[src/shared/prs_defs.svh]
// Purpose: Register map, field positions, reset values and timing counts of the PLD control block
// Assumes: 40 MHz system clock, byte addresses on a 32-bit Wishbone bus
// Notes:   Shared by the design and the bench
`ifndef PRS_DEFS_SVH
`define PRS_DEFS_SVH

// ==========================================================
// Register byte addresses
`define PRS_ADDR_CTRL       8'h00
`define PRS_ADDR_PRELOAD    8'h04
`define PRS_ADDR_SECURE     8'h08
`define PRS_ADDR_VERIFY     8'h0c
`define PRS_ADDR_SIG_LO     8'h10
`define PRS_ADDR_SIG_HI     8'h14
`define PRS_ADDR_STATUS     8'h18

// ==========================================================
// Field positions
`define PRS_CTRL_MODE_LSB   0
`define PRS_CTRL_CFG_LSB    16
`define PRS_PL_VAL_LSB      0
`define PRS_PL_MASK_LSB     8
`define PRS_ST_SECURED      8
`define PRS_ST_RUN          9
`define PRS_ST_REFUSED      10

// ==========================================================
// Reset values and fixed answers
`define PRS_CFG_RESET       16'hffff
`define PRS_VERIFY_BLANK    32'h0000_0000
`define PRS_PIN_O_RESET     8'hff

// ==========================================================
// Timing
`define PRS_CLK_PERIOD_NS   25
`define PRS_TPR_MAX_NS      1000
`define PRS_PR_CYCLES       (`PRS_TPR_MAX_NS / `PRS_CLK_PERIOD_NS)

`endif

[src/shared/prs_pkg.sv]
// Purpose: Types of the PLD control block
// Assumes: Used with prs_defs.svh
// Notes:   Enum codes follow declaration order from 0
package prs_pkg;

	// ==========================================================
	// Global architecture modes
	typedef enum logic [1:0] {MODE_REG, MODE_CPLX, MODE_SIMPLE} prs_mode_t;

	// ==========================================================
	// Macrocell configurations
	typedef enum logic [1:0] {CELL_REG, CELL_CIO, CELL_COUT, CELL_IN} prs_cell_t;

	// ==========================================================
	// Power-up sequence
	typedef enum logic [1:0] {PU_RESET, PU_WAIT, PU_RUN} prs_pu_t;

endpackage

[src/hdl/prs_top.sv]
// Purpose: Power-up reset, preload, security lock, signature and macrocell modes of a small PLD
// Assumes: All inputs synchronous to CLK; product-term sums arrive ready-made on SUM_I
// Notes:   The array clock pin is sampled and edge-detected, not used as a clock
//
// Behaviour
// - After power-up all macrocell registers clear low with no array clock edge.
// - Registered outputs drive the inverted register, so they show high after reset.
// - Programmer can preload each macrocell register high or low individually.
// - Secured device refuses configuration verify and register preload.
// - Signature stays readable whether or not the device is secured.
// - Sixty-four bits of user signature, eight bytes, freely writable.
// - Security lock acts at once, so set it last.
// - Each macrocell is registered, combinatorial I/O, combinatorial output or input.
// - One global mode at a time decides how macrocells behave.
// - In registered mode common clock and common enable serve all registered cells.
//
// The implementer's own choices: the Wishbone interface to the registers and the register offsets.
`timescale 1ns/1ps
`include "prs_defs.svh"

module prs_top #(
	parameter int NCELL     = 8,
	parameter int PR_CYCLES = `PRS_PR_CYCLES
) (
	input  wire logic              CLK,
	input  wire logic              RST,
	input  wire logic              WB_CYC_I,
	input  wire logic              WB_STB_I,
	input  wire logic              WB_WE_I,
	input  wire logic [7:0]        WB_ADR_I,
	input  wire logic [3:0]        WB_SEL_I,
	input  wire logic [31:0]       WB_DAT_I,
	output logic      [31:0]       WB_DAT_O,
	output logic                   WB_ACK_O,
	input  wire logic              ARRAY_CLK_I,
	input  wire logic              OE_N_I,
	input  wire logic [NCELL-1:0]  SUM_I,
	input  wire logic [NCELL-1:0]  OE_TERM_I,
	input  wire logic [NCELL-1:0]  PIN_I,
	input  wire logic [NCELL-1:0]  PIN_DRV_I,
	output logic      [NCELL-1:0]  PIN_O,
	output logic      [NCELL-1:0]  PIN_OE,
	output logic      [NCELL-1:0]  ARRAY_IN,
	output prs_pkg::prs_mode_t     MODE
);
	import prs_pkg::*;

	// ==========================================================
	// Elaboration checks
	if (NCELL < 1 || NCELL > 8) begin : g_bad_ncell
		$error("NCELL must be 1 to 8");
	end
	if (PR_CYCLES < 1 || PR_CYCLES > 63) begin : g_bad_pr
		$error("PR_CYCLES must be 1 to 63");
	end

	// ==========================================================
	// State
	prs_pu_t          pu_q;
	logic [5:0]       pr_cnt_q;
	logic [NCELL-1:0] reg_q;
	logic [15:0]      cfg_q;
	prs_mode_t        mode_q;
	logic             secure_q;
	logic [63:0]      sig_q;
	logic             refused_q;
	logic             clk_pin_q;
	logic             ack_q;

	logic             wb_req;
	logic             wr_en;
	logic             pl_wr;
	logic             run;
	logic             clk_rise;
	logic [NCELL-1:0] reg_cell;
	logic [NCELL-1:0] pl_val;
	logic [NCELL-1:0] pl_mask;
	logic [1:0]       new_mode;

	assign wb_req   = WB_CYC_I & WB_STB_I & ~ack_q;
	// Writes land on the edge where the master sees ack
	assign wr_en    = WB_CYC_I & WB_STB_I & WB_WE_I & ack_q;
	assign pl_wr    = wr_en && WB_ADR_I == `PRS_ADDR_PRELOAD;
	assign run      = pu_q == PU_RUN;
	assign clk_rise = run & ARRAY_CLK_I & ~clk_pin_q;
	assign pl_val   = WB_DAT_I[`PRS_PL_VAL_LSB +: NCELL];
	assign pl_mask  = WB_DAT_I[`PRS_PL_MASK_LSB +: NCELL];
	assign new_mode = WB_DAT_I[`PRS_CTRL_MODE_LSB +: 2];

	// Register cells only exist in registered mode
	always_comb begin
		for (int i = 0; i < NCELL; i++) begin
			reg_cell[i] = mode_q == MODE_REG && prs_cell_t'(cfg_q[2*i +: 2]) == CELL_REG;
		end
	end

	// ==========================================================
	// Power-up sequence
	// Edges on the array clock are ignored until the interval ends
	always_ff @(posedge CLK) begin
		if (RST) begin
			pu_q     <= PU_RESET;
			pr_cnt_q <= 6'h00;
		end else begin
			case (pu_q)
				PU_RESET: begin
					pu_q     <= PU_WAIT;
					pr_cnt_q <= 6'h00;
				end
				PU_WAIT: begin
					pr_cnt_q <= pr_cnt_q + 6'h01;
					if (pr_cnt_q == 6'(PR_CYCLES - 1)) begin
						pu_q <= PU_RUN;
					end
				end
				PU_RUN: pu_q <= PU_RUN;
				default: pu_q <= PU_RESET;
			endcase
		end
	end

	always_ff @(posedge CLK) begin
		if (RST) begin
			clk_pin_q <= 1'b1;
		end else begin
			clk_pin_q <= ARRAY_CLK_I;
		end
	end

	// ==========================================================
	// Macrocell registers
	always_ff @(posedge CLK) begin
		if (RST || !run) begin
			reg_q <= '0;
		end else begin
			for (int i = 0; i < NCELL; i++) begin
				if (pl_wr && !secure_q && pl_mask[i]) begin
					reg_q[i] <= pl_val[i];
				end else if (clk_rise && reg_cell[i]) begin
					reg_q[i] <= SUM_I[i];
				end
			end
		end
	end

	// ==========================================================
	// Pins
	always_ff @(posedge CLK) begin
		if (RST) begin
			PIN_O    <= NCELL'(`PRS_PIN_O_RESET);
			PIN_OE   <= '0;
			ARRAY_IN <= '1;
		end else begin
			for (int i = 0; i < NCELL; i++) begin
				ARRAY_IN[i] <= PIN_DRV_I[i] ? PIN_I[i] : 1'b1;
				PIN_O[i]    <= SUM_I[i];
				PIN_OE[i]   <= 1'b1;
				if (reg_cell[i]) begin
					PIN_O[i]  <= ~reg_q[i];
					PIN_OE[i] <= ~OE_N_I;
				end else begin
					case (prs_cell_t'(cfg_q[2*i +: 2]))
						CELL_CIO: PIN_OE[i] <= OE_TERM_I[i];
						CELL_IN:  PIN_OE[i] <= 1'b0;
						default:  PIN_OE[i] <= 1'b1;
					endcase
				end
			end
		end
	end

	always_ff @(posedge CLK) begin
		if (RST) begin
			MODE <= MODE_REG;
		end else begin
			MODE <= mode_q;
		end
	end

	// ==========================================================
	// Configuration, security, signature
	// Config stays writable when secured; only the verify readback is hidden, CTRL still reads it back
	always_ff @(posedge CLK) begin
		if (RST) begin
			mode_q <= MODE_REG;
			cfg_q  <= `PRS_CFG_RESET;
		end else if (wr_en && WB_ADR_I == `PRS_ADDR_CTRL) begin
			if (new_mode != 2'h3) begin
				mode_q <= prs_mode_t'(new_mode);
			end
			cfg_q <= WB_DAT_I[`PRS_CTRL_CFG_LSB +: 16];
		end
	end

	// Fuse is one-way; only reset clears it
	always_ff @(posedge CLK) begin
		if (RST) begin
			secure_q <= 1'b0;
		end else if (wr_en && WB_ADR_I == `PRS_ADDR_SECURE && WB_DAT_I[0]) begin
			secure_q <= 1'b1;
		end
	end

	always_ff @(posedge CLK) begin
		if (RST) begin
			sig_q <= '0;
		end else if (wr_en && (WB_ADR_I == `PRS_ADDR_SIG_LO || WB_ADR_I == `PRS_ADDR_SIG_HI)) begin
			for (int b = 0; b < 4; b++) begin
				if (WB_SEL_I[b]) begin
					sig_q[(WB_ADR_I[2] ? 32 : 0) + 8*b +: 8] <= WB_DAT_I[8*b +: 8];
				end
			end
		end
	end

	// Refusal flag tracks the latest verify or preload attempt
	always_ff @(posedge CLK) begin
		if (RST) begin
			refused_q <= 1'b0;
		end else if (pl_wr || (wb_req && !WB_WE_I && WB_ADR_I == `PRS_ADDR_VERIFY)) begin
			refused_q <= secure_q;
		end
	end

	// ==========================================================
	// Wishbone answer: ack one cycle after the request
	always_ff @(posedge CLK) begin
		if (RST) begin
			ack_q    <= 1'b0;
			WB_ACK_O <= 1'b0;
			WB_DAT_O <= '0;
		end else begin
			ack_q    <= wb_req;
			WB_ACK_O <= wb_req;
			if (wb_req && !WB_WE_I) begin
				case (WB_ADR_I)
					`PRS_ADDR_CTRL:   WB_DAT_O <= {cfg_q, 14'h0000, mode_q};
					`PRS_ADDR_VERIFY: WB_DAT_O <= secure_q ? `PRS_VERIFY_BLANK : {cfg_q, 14'h0000, mode_q};
					`PRS_ADDR_SIG_LO: WB_DAT_O <= sig_q[31:0];
					`PRS_ADDR_SIG_HI: WB_DAT_O <= sig_q[63:32];
					`PRS_ADDR_STATUS: WB_DAT_O <= {21'h000000, refused_q, run, secure_q, 8'(reg_q)};
					default:          WB_DAT_O <= 32'h0000_0000;
				endcase
			end else begin
				WB_DAT_O <= 32'h0000_0000;
			end
		end
	end

	// ==========================================================
	// Assertions
	property p_pu_clear;
		@(posedge CLK) RST |=> reg_q == '0;
	endproperty
	a_pu_clear: assert property (p_pu_clear) else $error("registers not cleared by reset");

	// Cycles since reset release, saturating; an independent yardstick for the interval
	logic [6:0] since_rst_q;
	always_ff @(posedge CLK) begin
		if (RST) begin
			since_rst_q <= 7'h00;
		end else if (since_rst_q != 7'h7f) begin
			since_rst_q <= since_rst_q + 7'h01;
		end
	end

	property p_pu_hold;
		@(posedge CLK) disable iff (RST) run |-> since_rst_q > 7'(PR_CYCLES);
	endproperty
	a_pu_hold: assert property (p_pu_hold) else $error("reset interval ended early");

	property p_reg_out;
		@(posedge CLK) disable iff (RST) 1'b1 |=> ((PIN_O ^ ~$past(reg_q)) & $past(reg_cell)) == '0;
	endproperty
	a_reg_out: assert property (p_reg_out) else $error("registered pin not inverse of register");

	property p_preload;
		@(posedge CLK) disable iff (RST)
			pl_wr && !secure_q && run |=> (reg_q & $past(pl_mask)) == ($past(pl_val) & $past(pl_mask));
	endproperty
	a_preload: assert property (p_preload) else $error("preload value not taken");

	property p_pl_block;
		@(posedge CLK) disable iff (RST) pl_wr && secure_q && !clk_rise |=> $stable(reg_q);
	endproperty
	a_pl_block: assert property (p_pl_block) else $error("preload acted while secured");

	property p_verify_blank;
		@(posedge CLK) disable iff (RST)
			wb_req && !WB_WE_I && WB_ADR_I == `PRS_ADDR_VERIFY && secure_q
			|=> WB_ACK_O && WB_DAT_O == `PRS_VERIFY_BLANK && refused_q;
	endproperty
	a_verify_blank: assert property (p_verify_blank) else $error("verify not blanked");

	property p_sig_read;
		@(posedge CLK) disable iff (RST)
			wb_req && !WB_WE_I && WB_ADR_I == `PRS_ADDR_SIG_LO |=> WB_DAT_O == $past(sig_q[31:0]);
	endproperty
	a_sig_read: assert property (p_sig_read) else $error("signature not readable");

	property p_common_oe;
		@(posedge CLK) disable iff (RST) 1'b1 |=> ((PIN_OE ^ {NCELL{~$past(OE_N_I)}}) & $past(reg_cell)) == '0;
	endproperty
	a_common_oe: assert property (p_common_oe) else $error("common enable not followed");

	property p_pullup;
		@(posedge CLK) disable iff (RST) 1'b1 |=> (ARRAY_IN | $past(PIN_DRV_I)) == '1;
	endproperty
	a_pullup: assert property (p_pullup) else $error("undriven pin not seen high");

	property p_secure_sticky;
		@(posedge CLK) disable iff (RST) secure_q |=> secure_q [*4];
	endproperty
	a_secure_sticky: assert property (p_secure_sticky) else $error("security fuse cleared");

	property p_ack_pulse;
		@(posedge CLK) disable iff (RST) wb_req |=> WB_ACK_O ##1 !WB_ACK_O;
	endproperty
	a_ack_pulse: assert property (p_ack_pulse) else $error("ack not a single cycle");

endmodule

[config.mk]
export PLATFORM = sky130hd
export DESIGN_NAME = prs_top
export DESIGN_NICKNAME = d
export VERILOG_FILES = /design/src/shared/prs_pkg.sv /design/src/hdl/prs_top.sv
export VERILOG_INCLUDE_DIRS = /design/src /design/src/shared
export SDC_FILE = /design/constraint.sdc
export NUM_CORES = 1
export LEC_CHECK = 0
export ABC_AREA = 1
export ABC_CLOCK_PERIOD_IN_PS = 1650
export BUFFER_PORTS_ARGS = -buffer_cell sky130_fd_sc_hd__buf_4
export CAP_MARGIN = 15
export CORE_UTILIZATION = 50
export DETAILED_ROUTE_END_ITERATION = 7
export GPL_ROUTABILITY_DRIVEN = 0
export PLACE_DENSITY = 0.77
export SLEW_MARGIN = 20
export SYNTH_ARGS = -nofsm -noshare
export SYNTH_HDL_FRONTEND = slang
export SYNTH_SLANG_ARGS = --single-unit
[constraint.sdc]
create_clock -name CLK -period 1.65 [get_ports CLK]
set_input_delay 0.0825 -clock CLK [delete_from_list [all_inputs] [get_ports CLK]]
set_output_delay 0.0825 -clock CLK [all_outputs]
set_load 0.01 [all_outputs]
==> results by group, run 1 <==
Die
  – Die Y-Extent: 121 um
  – Initial Util: 51.2%
  – Die Span X: 121 um
  – Core area: 13900 sq um
  – Ports: 142
  – Num rows: 43
  – Die area: 14700 sq um

Setup path
  – CP max-delay cell: dfxtp_1
  – CP Cell Sequence: nand2_1 -> inv_1 -> nand2_1 -> nor2_2 -> nand2_1 -> nor2_1 -> buf_4 -> nand2_1 -> nand2_1 -> inv_1 -> nor2_1
  – CP Capture Point: reg_q[2]
  – CP Depth: 11
  – R2R Setup Slk: 0.05 ns
  – Arrival time at the worst endpoint: 1.97 ns
  – Reg-to-reg critical path endpoint: reg_q[2]
  – Crit path required time: 2.02 ns
  – Worst Setup Start Kind: register
  – Crit end category: register
  – Reg2Reg Depth: 11
  – Crit path max fanout: 6
  – CP Class: reg2reg
  – R2R Path Start: ack_q
  – CP top delay family: simple AND/OR/NAND/NOR gates
  – CP bufs+invs: 3
  – Crit path largest cell delay: 0.37 ns
  – Most used cell, CP: nand2_1
  – Worst Setup SP: ack_q

Synthesis
  – Mapped cell area: 7110 sq um
  – Yosys reg bits: 160
  – Synth area leaders: dfxtp_1 45%, nand2_1 11%, inv_1 9.0%, nor2_1 7.0%, a21oi_1 5.7%
  – Top cells by count, synth: 208 x nand2_1, 171 x inv_1, 160 x dfxtp_1
  – Top FF cell, synth: dfxtp_1
  – Yosys warns: 0
  – Number of synthesized flops with an enable pin: 0
  – Synthesized Nets: 1098
  – Seq/Total Area, Yosys: 45.1%
  – Synth top area share: 45.1%
  – Async SR Flop Fraction: 0%
  – Syn Inst Count: 1011
  – Library cells used by synthesis: 31
  – Synthesized area per cell: 7.03 sq um
  – Area leader, netlist: dfxtp_1
  – Most frequent cell after synthesis: nand2_1

Route
  – Via-to-Cell Ratio: 5.29
  – DRC: 0
  – Starting DRT DRC Count: 938
  – Antenna-violating nets left: 0
  – First-pass DRT Iterations: 6
  – DR WL/cell: 15.8 um
  – DR vias: 7543
  – Routed WL: 22600 um

Global route
  – Largest net degree at the start of global routing: 64
  – Vias in the first global route: 6889
  – Global Route Usage Sum: 30.7%
  – Initial antenna violation count: 0
  – Global-route wire length before repair: 34400 um
  – Grt total ovfl: 0

Cells and area
  – Final core utilization: 70.9%
  – Fin nets: 1320
  – Finished Layout Cells: 1426
  – P&R area growth vs syn: 38.5%
  – Layout cell share with drive strength beyond 1: 19.4%
  – Fill cells: 1089
  – Diodes inserted: 0
  – Post-Layout Inst Area: 9840 sq um

Clock tree
  – Worst-path clk slew: 0.07 ns
  – # clock sinks: 160
  – CTS tree: yes
  – Clock Path Buffers: 2
  – CTS buffer count: 17
  – Clock Tree Root: clkbuf_16
  – H-tree depth: 4
  – Clk Latency, worst-skew pair: 0.44 ns

STA
  – Final period utilization: 96.8%
  – Post-route minimum period: 1.60 ns
  – Final-report setup violation count: 0
  – Fmax: 626 MHz
  – WHS: 0.00594 ns
  – Setup Skew: 0.0108 ns
  – Setup TNS: 0 ns
  – Slew Limit Fails: 0
  – Rel. slew slack: 60.1%
  – Worst Tran Pin Value: 0.596 ns
  – Hold Violations, Final: 0

Outcome
  – Run status: finished clean

Placed design
  – Cell count after placement: 1330
  – IO Port Bufs: 141
  – DP HPWL: 13900 um
  – Placed cell area: 8540 sq um

Power
  – Switching Share: 24.0%
  – Logic pwr share: 9.8%
  – Sequential share of power: 43.9%
  – Clock power share: 46.2%
  – Pwr per Cell Area: 914 nW/um^2
  – Switch Pwr: 0.00216 W
  – Static Leak: 4.52 nW
  – P_int: 0.00684 W
  – Peak VDD IR: 0.000724 V

Min path
  – Hold Crit Class: in2reg

Job
  – Max Cap Viol: 0
==> layout make-up <==
class / count / area, sq um / share of cell area [%]
Timing Repair Buffer: 241 / 2030 / 20.6
Multi-Input combinational cell: 635 / 3100 / 31.5
Sequential cell: 160 / 3200 / 32.5
Tap cell: 180 / 225 / 2.29
Clock buffer: 22 / 484 / 4.92
Inverter: 178 / 668 / 6.79
Clock inverter: 10 / 133 / 1.35
==> power by group through the flow <==
stage               registers [W]  logic [W]  clock network [W]
floorplan                 0.00404   0.000379                  0
global placement          0.00403   0.000717                  0
detailed placement        0.00404   0.000730                  0
CTS                       0.00395   0.000845            0.00412
global route              0.00396   0.000963            0.00431
finish                    0.00396   0.000883            0.00416
==> worst register-to-register path, cell delays in order (launching register included) <==
cell and delay (ns):
dfxtp_1 0.37, nand2_1 0.10, inv_1 0.06, nand2_1 0.13, nor2_2 0.19, nand2_1 0.09, nor2_1 0.13, buf_4 0.17
nand2_1 0.07, nand2_1 0.06, inv_1 0.05, nor2_1 0.12
==> sequential cells by signal, summed over array words and instances (netlist names) <==
register and cells:
sig_q 64, WB_DAT_O 32, cfg_q 16, ARRAY_IN 8, PIN_OE 8, PIN_O 8
reg_q 8, pr_cnt_q 6, MODE 2, mode_q 2, pu_q 2, ack_q 1
clk_pin_q 1, refused_q 1, secure_q 1
==> routing by layer <==
layer / GRT usage [%] / routed length, um / up-vias
li1: - / - / 3646
met1: 38.2 / 9300 / 3396
met2: 49.9 / 10500 / 419
met3: 4.70 / 1730 / 82
met4: 18.8 / 1070 / 0
met5: 0 / 0 / -
==> repair_timing <==
item | CTS | global route
endpoints found under the hold margin | 68 | 0
setup endpoints to repair | 0 | 6
hold buffers | 61 | 0
gates resized for setup | 0 | 16
buffers inserted | 0 | 2
==> layout by cell type, fill, tap and decap left out <==
master | netlist | layout
buf_4 | 0 | 174
a21oi_1 | 81 | 81
o211ai_1 | 16 | 16
a22o_1 | 5 | 5
nand2_1 | 208 | 208
ha_1 | 4 | 4
nand3_1 | 52 | 50
nand4_4 | 1 | 1
dfxtp_1 | 160 | 160
or2_2 | 1 | 1
a21oi_4 | 1 | 1
nor2_1 | 133 | 127
dlygate4sd3_1 | 0 | 61
nand2_2 | 1 | 1
clkinvlp_4 | 0 | 3
inv_2 | 2 | 3
o22ai_1 | 5 | 5
nand2_4 | 6 | 7
buf_6 | 3 | 1
a211oi_2 | 0 | 1
xnor2_1 | 1 | 1
nand3b_1 | 8 | 8
nand4_1 | 41 | 41
clkbuf_16 | 0 | 17
nor2_2 | 6 | 9
clkbuf_8 | 0 | 4
clkinv_1 | 5 | 5
nor3_1 | 13 | 13
buf_12 | 0 | 5
clkbuf_1 | 11 | 1
nor3b_1 | 3 | 3
clkinv_2 | 0 | 4
o21ai_0 | 36 | 36
nor2_4 | 2 | 5
a211oi_1 | 9 | 8
nand3_2 | 0 | 1
nand3_4 | 0 | 1
inv_1 | 171 | 170
o211a_1 | 1 | 1
bufinv_16 | 0 | 3
==> through the flow <==
step | setup slack (ns) | total power (W)
global placement | 0.155 | 0.00475
detailed placement | 0.0728 | 0.00477
global route | -0.0825 | 0.00923
floorplan | 0.207 | 0.00442
finish | 0.0522 | 0.00900
CTS | 0.0292 | 0.00892
==> how the worst min path moves through the flow <==
stage	start	end	slack, ns	cells past startpoint
after detailed placement	PIN_I[3]	ARRAY_IN[3]	0.27	2
after global placement	PIN_I[5]	ARRAY_IN[5]	0.27	2
final	OE_TERM_I[3]	PIN_OE[3]	0.006	3
after global routing	SUM_I[0]	PIN_O[0]	0.003	3
after floorplan	PIN_DRV_I[0]	ARRAY_IN[0]	0.17	1
after CTS	RST	MODE[0]	0.002	2
==> logic make-up (layout without fill, tap and decap cells) <==
family,after synthesis,in the layout,synth area share (%)
buf+inv,217,451,12.2
fa+ha+maj,4,4,0.704
simple gates,475,476,29.6
compound gates,154,154,12.3
flops,160,160,45.1
xor+xnor,1,1,0.123
(Power assumes the default switching activity.)
==> run 2: changes to the inputs <==
- HOLD_SLACK_MARGIN: default -> 0.02
==> run 2 against run 1 <==
Against the previous run:
- critical endpoint is now reg_q[6]
- global-route usage hardly changed
- final cell count is 0.42% higher
- hold slack better by 0.021 ns
- critical path type unchanged
==> results by group, run 2 (synthesis gave the netlist of run 1 again) <==
STA
  – Setup Skew: 0.00986 ns (-0.000948 ns)
  – Final-report setup violation count: 0 (unchanged)
  – Worst Tran Pin Value: 0.558 ns (-0.0379 ns)
  – Post-route minimum period: 1.60 ns (+0.00159 ns)
  – Final period utilization: 96.9% (about the same)
  – Hold Violations, Final: 0 (unchanged)
  – Rel. slew slack: 62.6% (+2.5 points)
  – Fmax: 625 MHz (about the same)
  – Slew Limit Fails: 0 (unchanged)

Clock tree
  – Clock Tree Root: clkbuf_16
  – H-tree depth: 4 (unchanged)
  – CTS buffer count: 17 (unchanged)
  – # clock sinks: 160 (unchanged)
  – Worst-path clk slew: 0.07 ns (about the same)
  – Clk Latency, worst-skew pair: 0.44 ns (about the same)
  – CTS tree: yes
  – Clock Path Buffers: 2 (unchanged)

Die
  – Die Span X: 121 um (unchanged)
  – Core area: 13900 sq um (unchanged)
  – Die area: 14700 sq um (unchanged)
  – Die Y-Extent: 121 um (unchanged)
  – Initial Util: 51.2% (unchanged)
  – Ports: 142 (unchanged)
  – Num rows: 43 (unchanged)

Power
  – Power Total: 0.00903 W (+0.38%)
  – Peak VDD IR: 0.000745 V (+2.9%)
  – Clock power share: 46.1% (about the same)
  – Logic pwr share: 10.1% (+0.3 points)
  – P_int: 0.00686 W (+0.27%)
  – Static Leak: 4.57 nW (+0.93%)
  – Pwr per Cell Area: 909 nW/um^2 (-0.62%)
  – Sequential share of power: 43.8% (about the same)
  – Switch Pwr: 0.00218 W (+0.74%)
  – Switching Share: 24.1% (+0.087 points)

Setup path
  – Crit path max fanout: 5 (-1)
  – CP max-delay cell: dfxtp_1
  – Worst Setup SP: pu_q[0]
  – Crit path largest cell delay: 0.32 ns (-0.05 ns)
  – CP top delay family: simple AND/OR/NAND/NOR gates
  – CP bufs+invs: 4 (+1)
  – Crit path required time: 2.03 ns (about the same)
  – R2R Path Start: pu_q[0]
  – CP Cell Sequence: inv_1 -> ha_1 -> inv_1 -> nor2_4 -> nand2_4 -> nor2_4 -> nand2_1 -> o21ai_0 -> inv_1 -> nand2_1 -> inv_1 -> nor2_1
  – Arrival time at the worst endpoint: 1.98 ns (about the same)
  – Worst Setup Start Kind: register
  – CP Class: reg2reg
  – Most used cell, CP: inv_1
  – Crit end category: register

Cells and area
  – Layout cell share with drive strength beyond 1: 19.5% (+0.067 points)
  – Register cell area after layout: 3200 sq um (unchanged)
  – Most frequent cells in the layout: 208 x nand2_1, 173 x buf_4, 170 x inv_1, 160 x dfxtp_1, 128 x nor2_1
  – Finished Layout Cells: 1432 (+0.42%)
  – Commonest non-fill, non-tap cell in the layout: nand2_1
  – Fill cells: 1069 (-1.8%)
  – Biggest regs: sig_q: 64 flops, WB_DAT_O: 32 flops, cfg_q: 16 flops
  – Largest Register: sig_q
  – Diodes inserted: 0 (unchanged)
  – Fin nets: 1326 (+0.45%)
  – P&R area growth vs syn: 39.9%
  – Max FFs per register: 64 (unchanged)
  – Multi-input logic area: 3110 sq um (about the same)

Route
  – Starting DRT DRC Count: 932 (-0.64%)
  – First-pass DRT Iterations: 5 (-1)
  – Via-to-Cell Ratio: 5.33 (+0.74%)
  – Routed WL: 23100 um (+2.4%)
  – DR WL/cell: 16.2 um (+2.0%)
  – DRC: 0 (unchanged)
  – Antenna-violating nets left: 0 (unchanged)
  – DR vias: 7631 (+1.2%)

Outcome
  – Run status: finished clean

Min path
  – Hold Crit Class: in2reg
  – Hold wc startpoint: OE_TERM_I[2]

Global route
  – Grt total ovfl: 0 (unchanged)
  – Vias in the first global route: 6904 (+0.22%)
  – Global Route Usage Sum: 30.8% (+0.041 points)
  – Global-route wire length before repair: 34500 um (+0.18%)
  – Initial antenna violation count: 0 (unchanged)
  – Largest net degree at the start of global routing: 64 (unchanged)

Placed design
  – IO Port Bufs: 141 (unchanged)
  – DP HPWL: 13900 um (unchanged)
  – Cell count after placement: 1330 (unchanged)

Job
  – Max Cap Viol: 0 (unchanged)
-- run 2: cell count changes in the layout (fill, tap and decap cells not counted), sizes merged --
cell and change:
dlygate4sd3 +4, clkbuf +2
-- run 2: metal layers --
metal,GRT usage (%),up-vias,wire length [um]
met5,0,-,0
met4,18.8,0,1120
met3,4.75,89,2040
met2,50.1,451,10800
met1,38.2,3443,9200
li1,-,3648,-
-- run 2: repair_timing --
action | in CTS | in global routing
endpoints found under the hold margin | 90 | 1
endpoints found under the setup margin | 0 | 13
resized for setup | 0 | 18
hold buffers | 64 | 1
buffers inserted | 0 | 2
-- run 2: final timing paths --
kind	cells past startpoint	slack [ns]	to
worst max-delay path	12	0.05	reg_q[6]
worst min-delay path	3	0.03	PIN_OE[2]
worst max register to register	12	0.05	reg_q[6]
worst min register to register	2	0.46	sig_q[10]
-- run 2: cell type report --
type | instances | area share [%]
Clock buffer | 22 | 4.87
Clock inverter | 10 | 1.33
Inverter | 178 | 6.74
Multi-Input combinational cell | 635 | 31.2
Sequential cell | 160 | 32.2
Tap cell | 180 | 2.27
Timing Repair Buffer | 247 | 21.3
-- run 2: tightest hold or removal path: stages --
cell	delay (ns)
buf_4	0.11
a21oi_1	0.16
a211oi_1	0.07
-- run 2: power by group through the flow --
stage                     combinational, W  clock, W  sequential [W]
after floorplan                   0.000379         0         0.00404
after global placement            0.000717         0         0.00403
after detailed placement          0.000730         0         0.00404
after CTS                         0.000851   0.00412         0.00395
after global routing              0.000993   0.00431         0.00396
final                             0.000914   0.00416         0.00396
-- run 2: stage by stage --
step           TNS (ns)  cell area (sq um)  hold slack, ns  setup slack (ns)  util, %
6_report              0               9940          0.0271            0.0506     71.6
5_1_grt          -0.106               9940          0.0563           -0.0560     71.6
4_1_cts               0               9790          0.0225            0.0121     70.6
3_3_place_gp          0               8540           0.269             0.155     61.5
2_1_floorplan         0               7110           0.169             0.207        -
3_5_place_dp          0               8540           0.273            0.0728     61.5
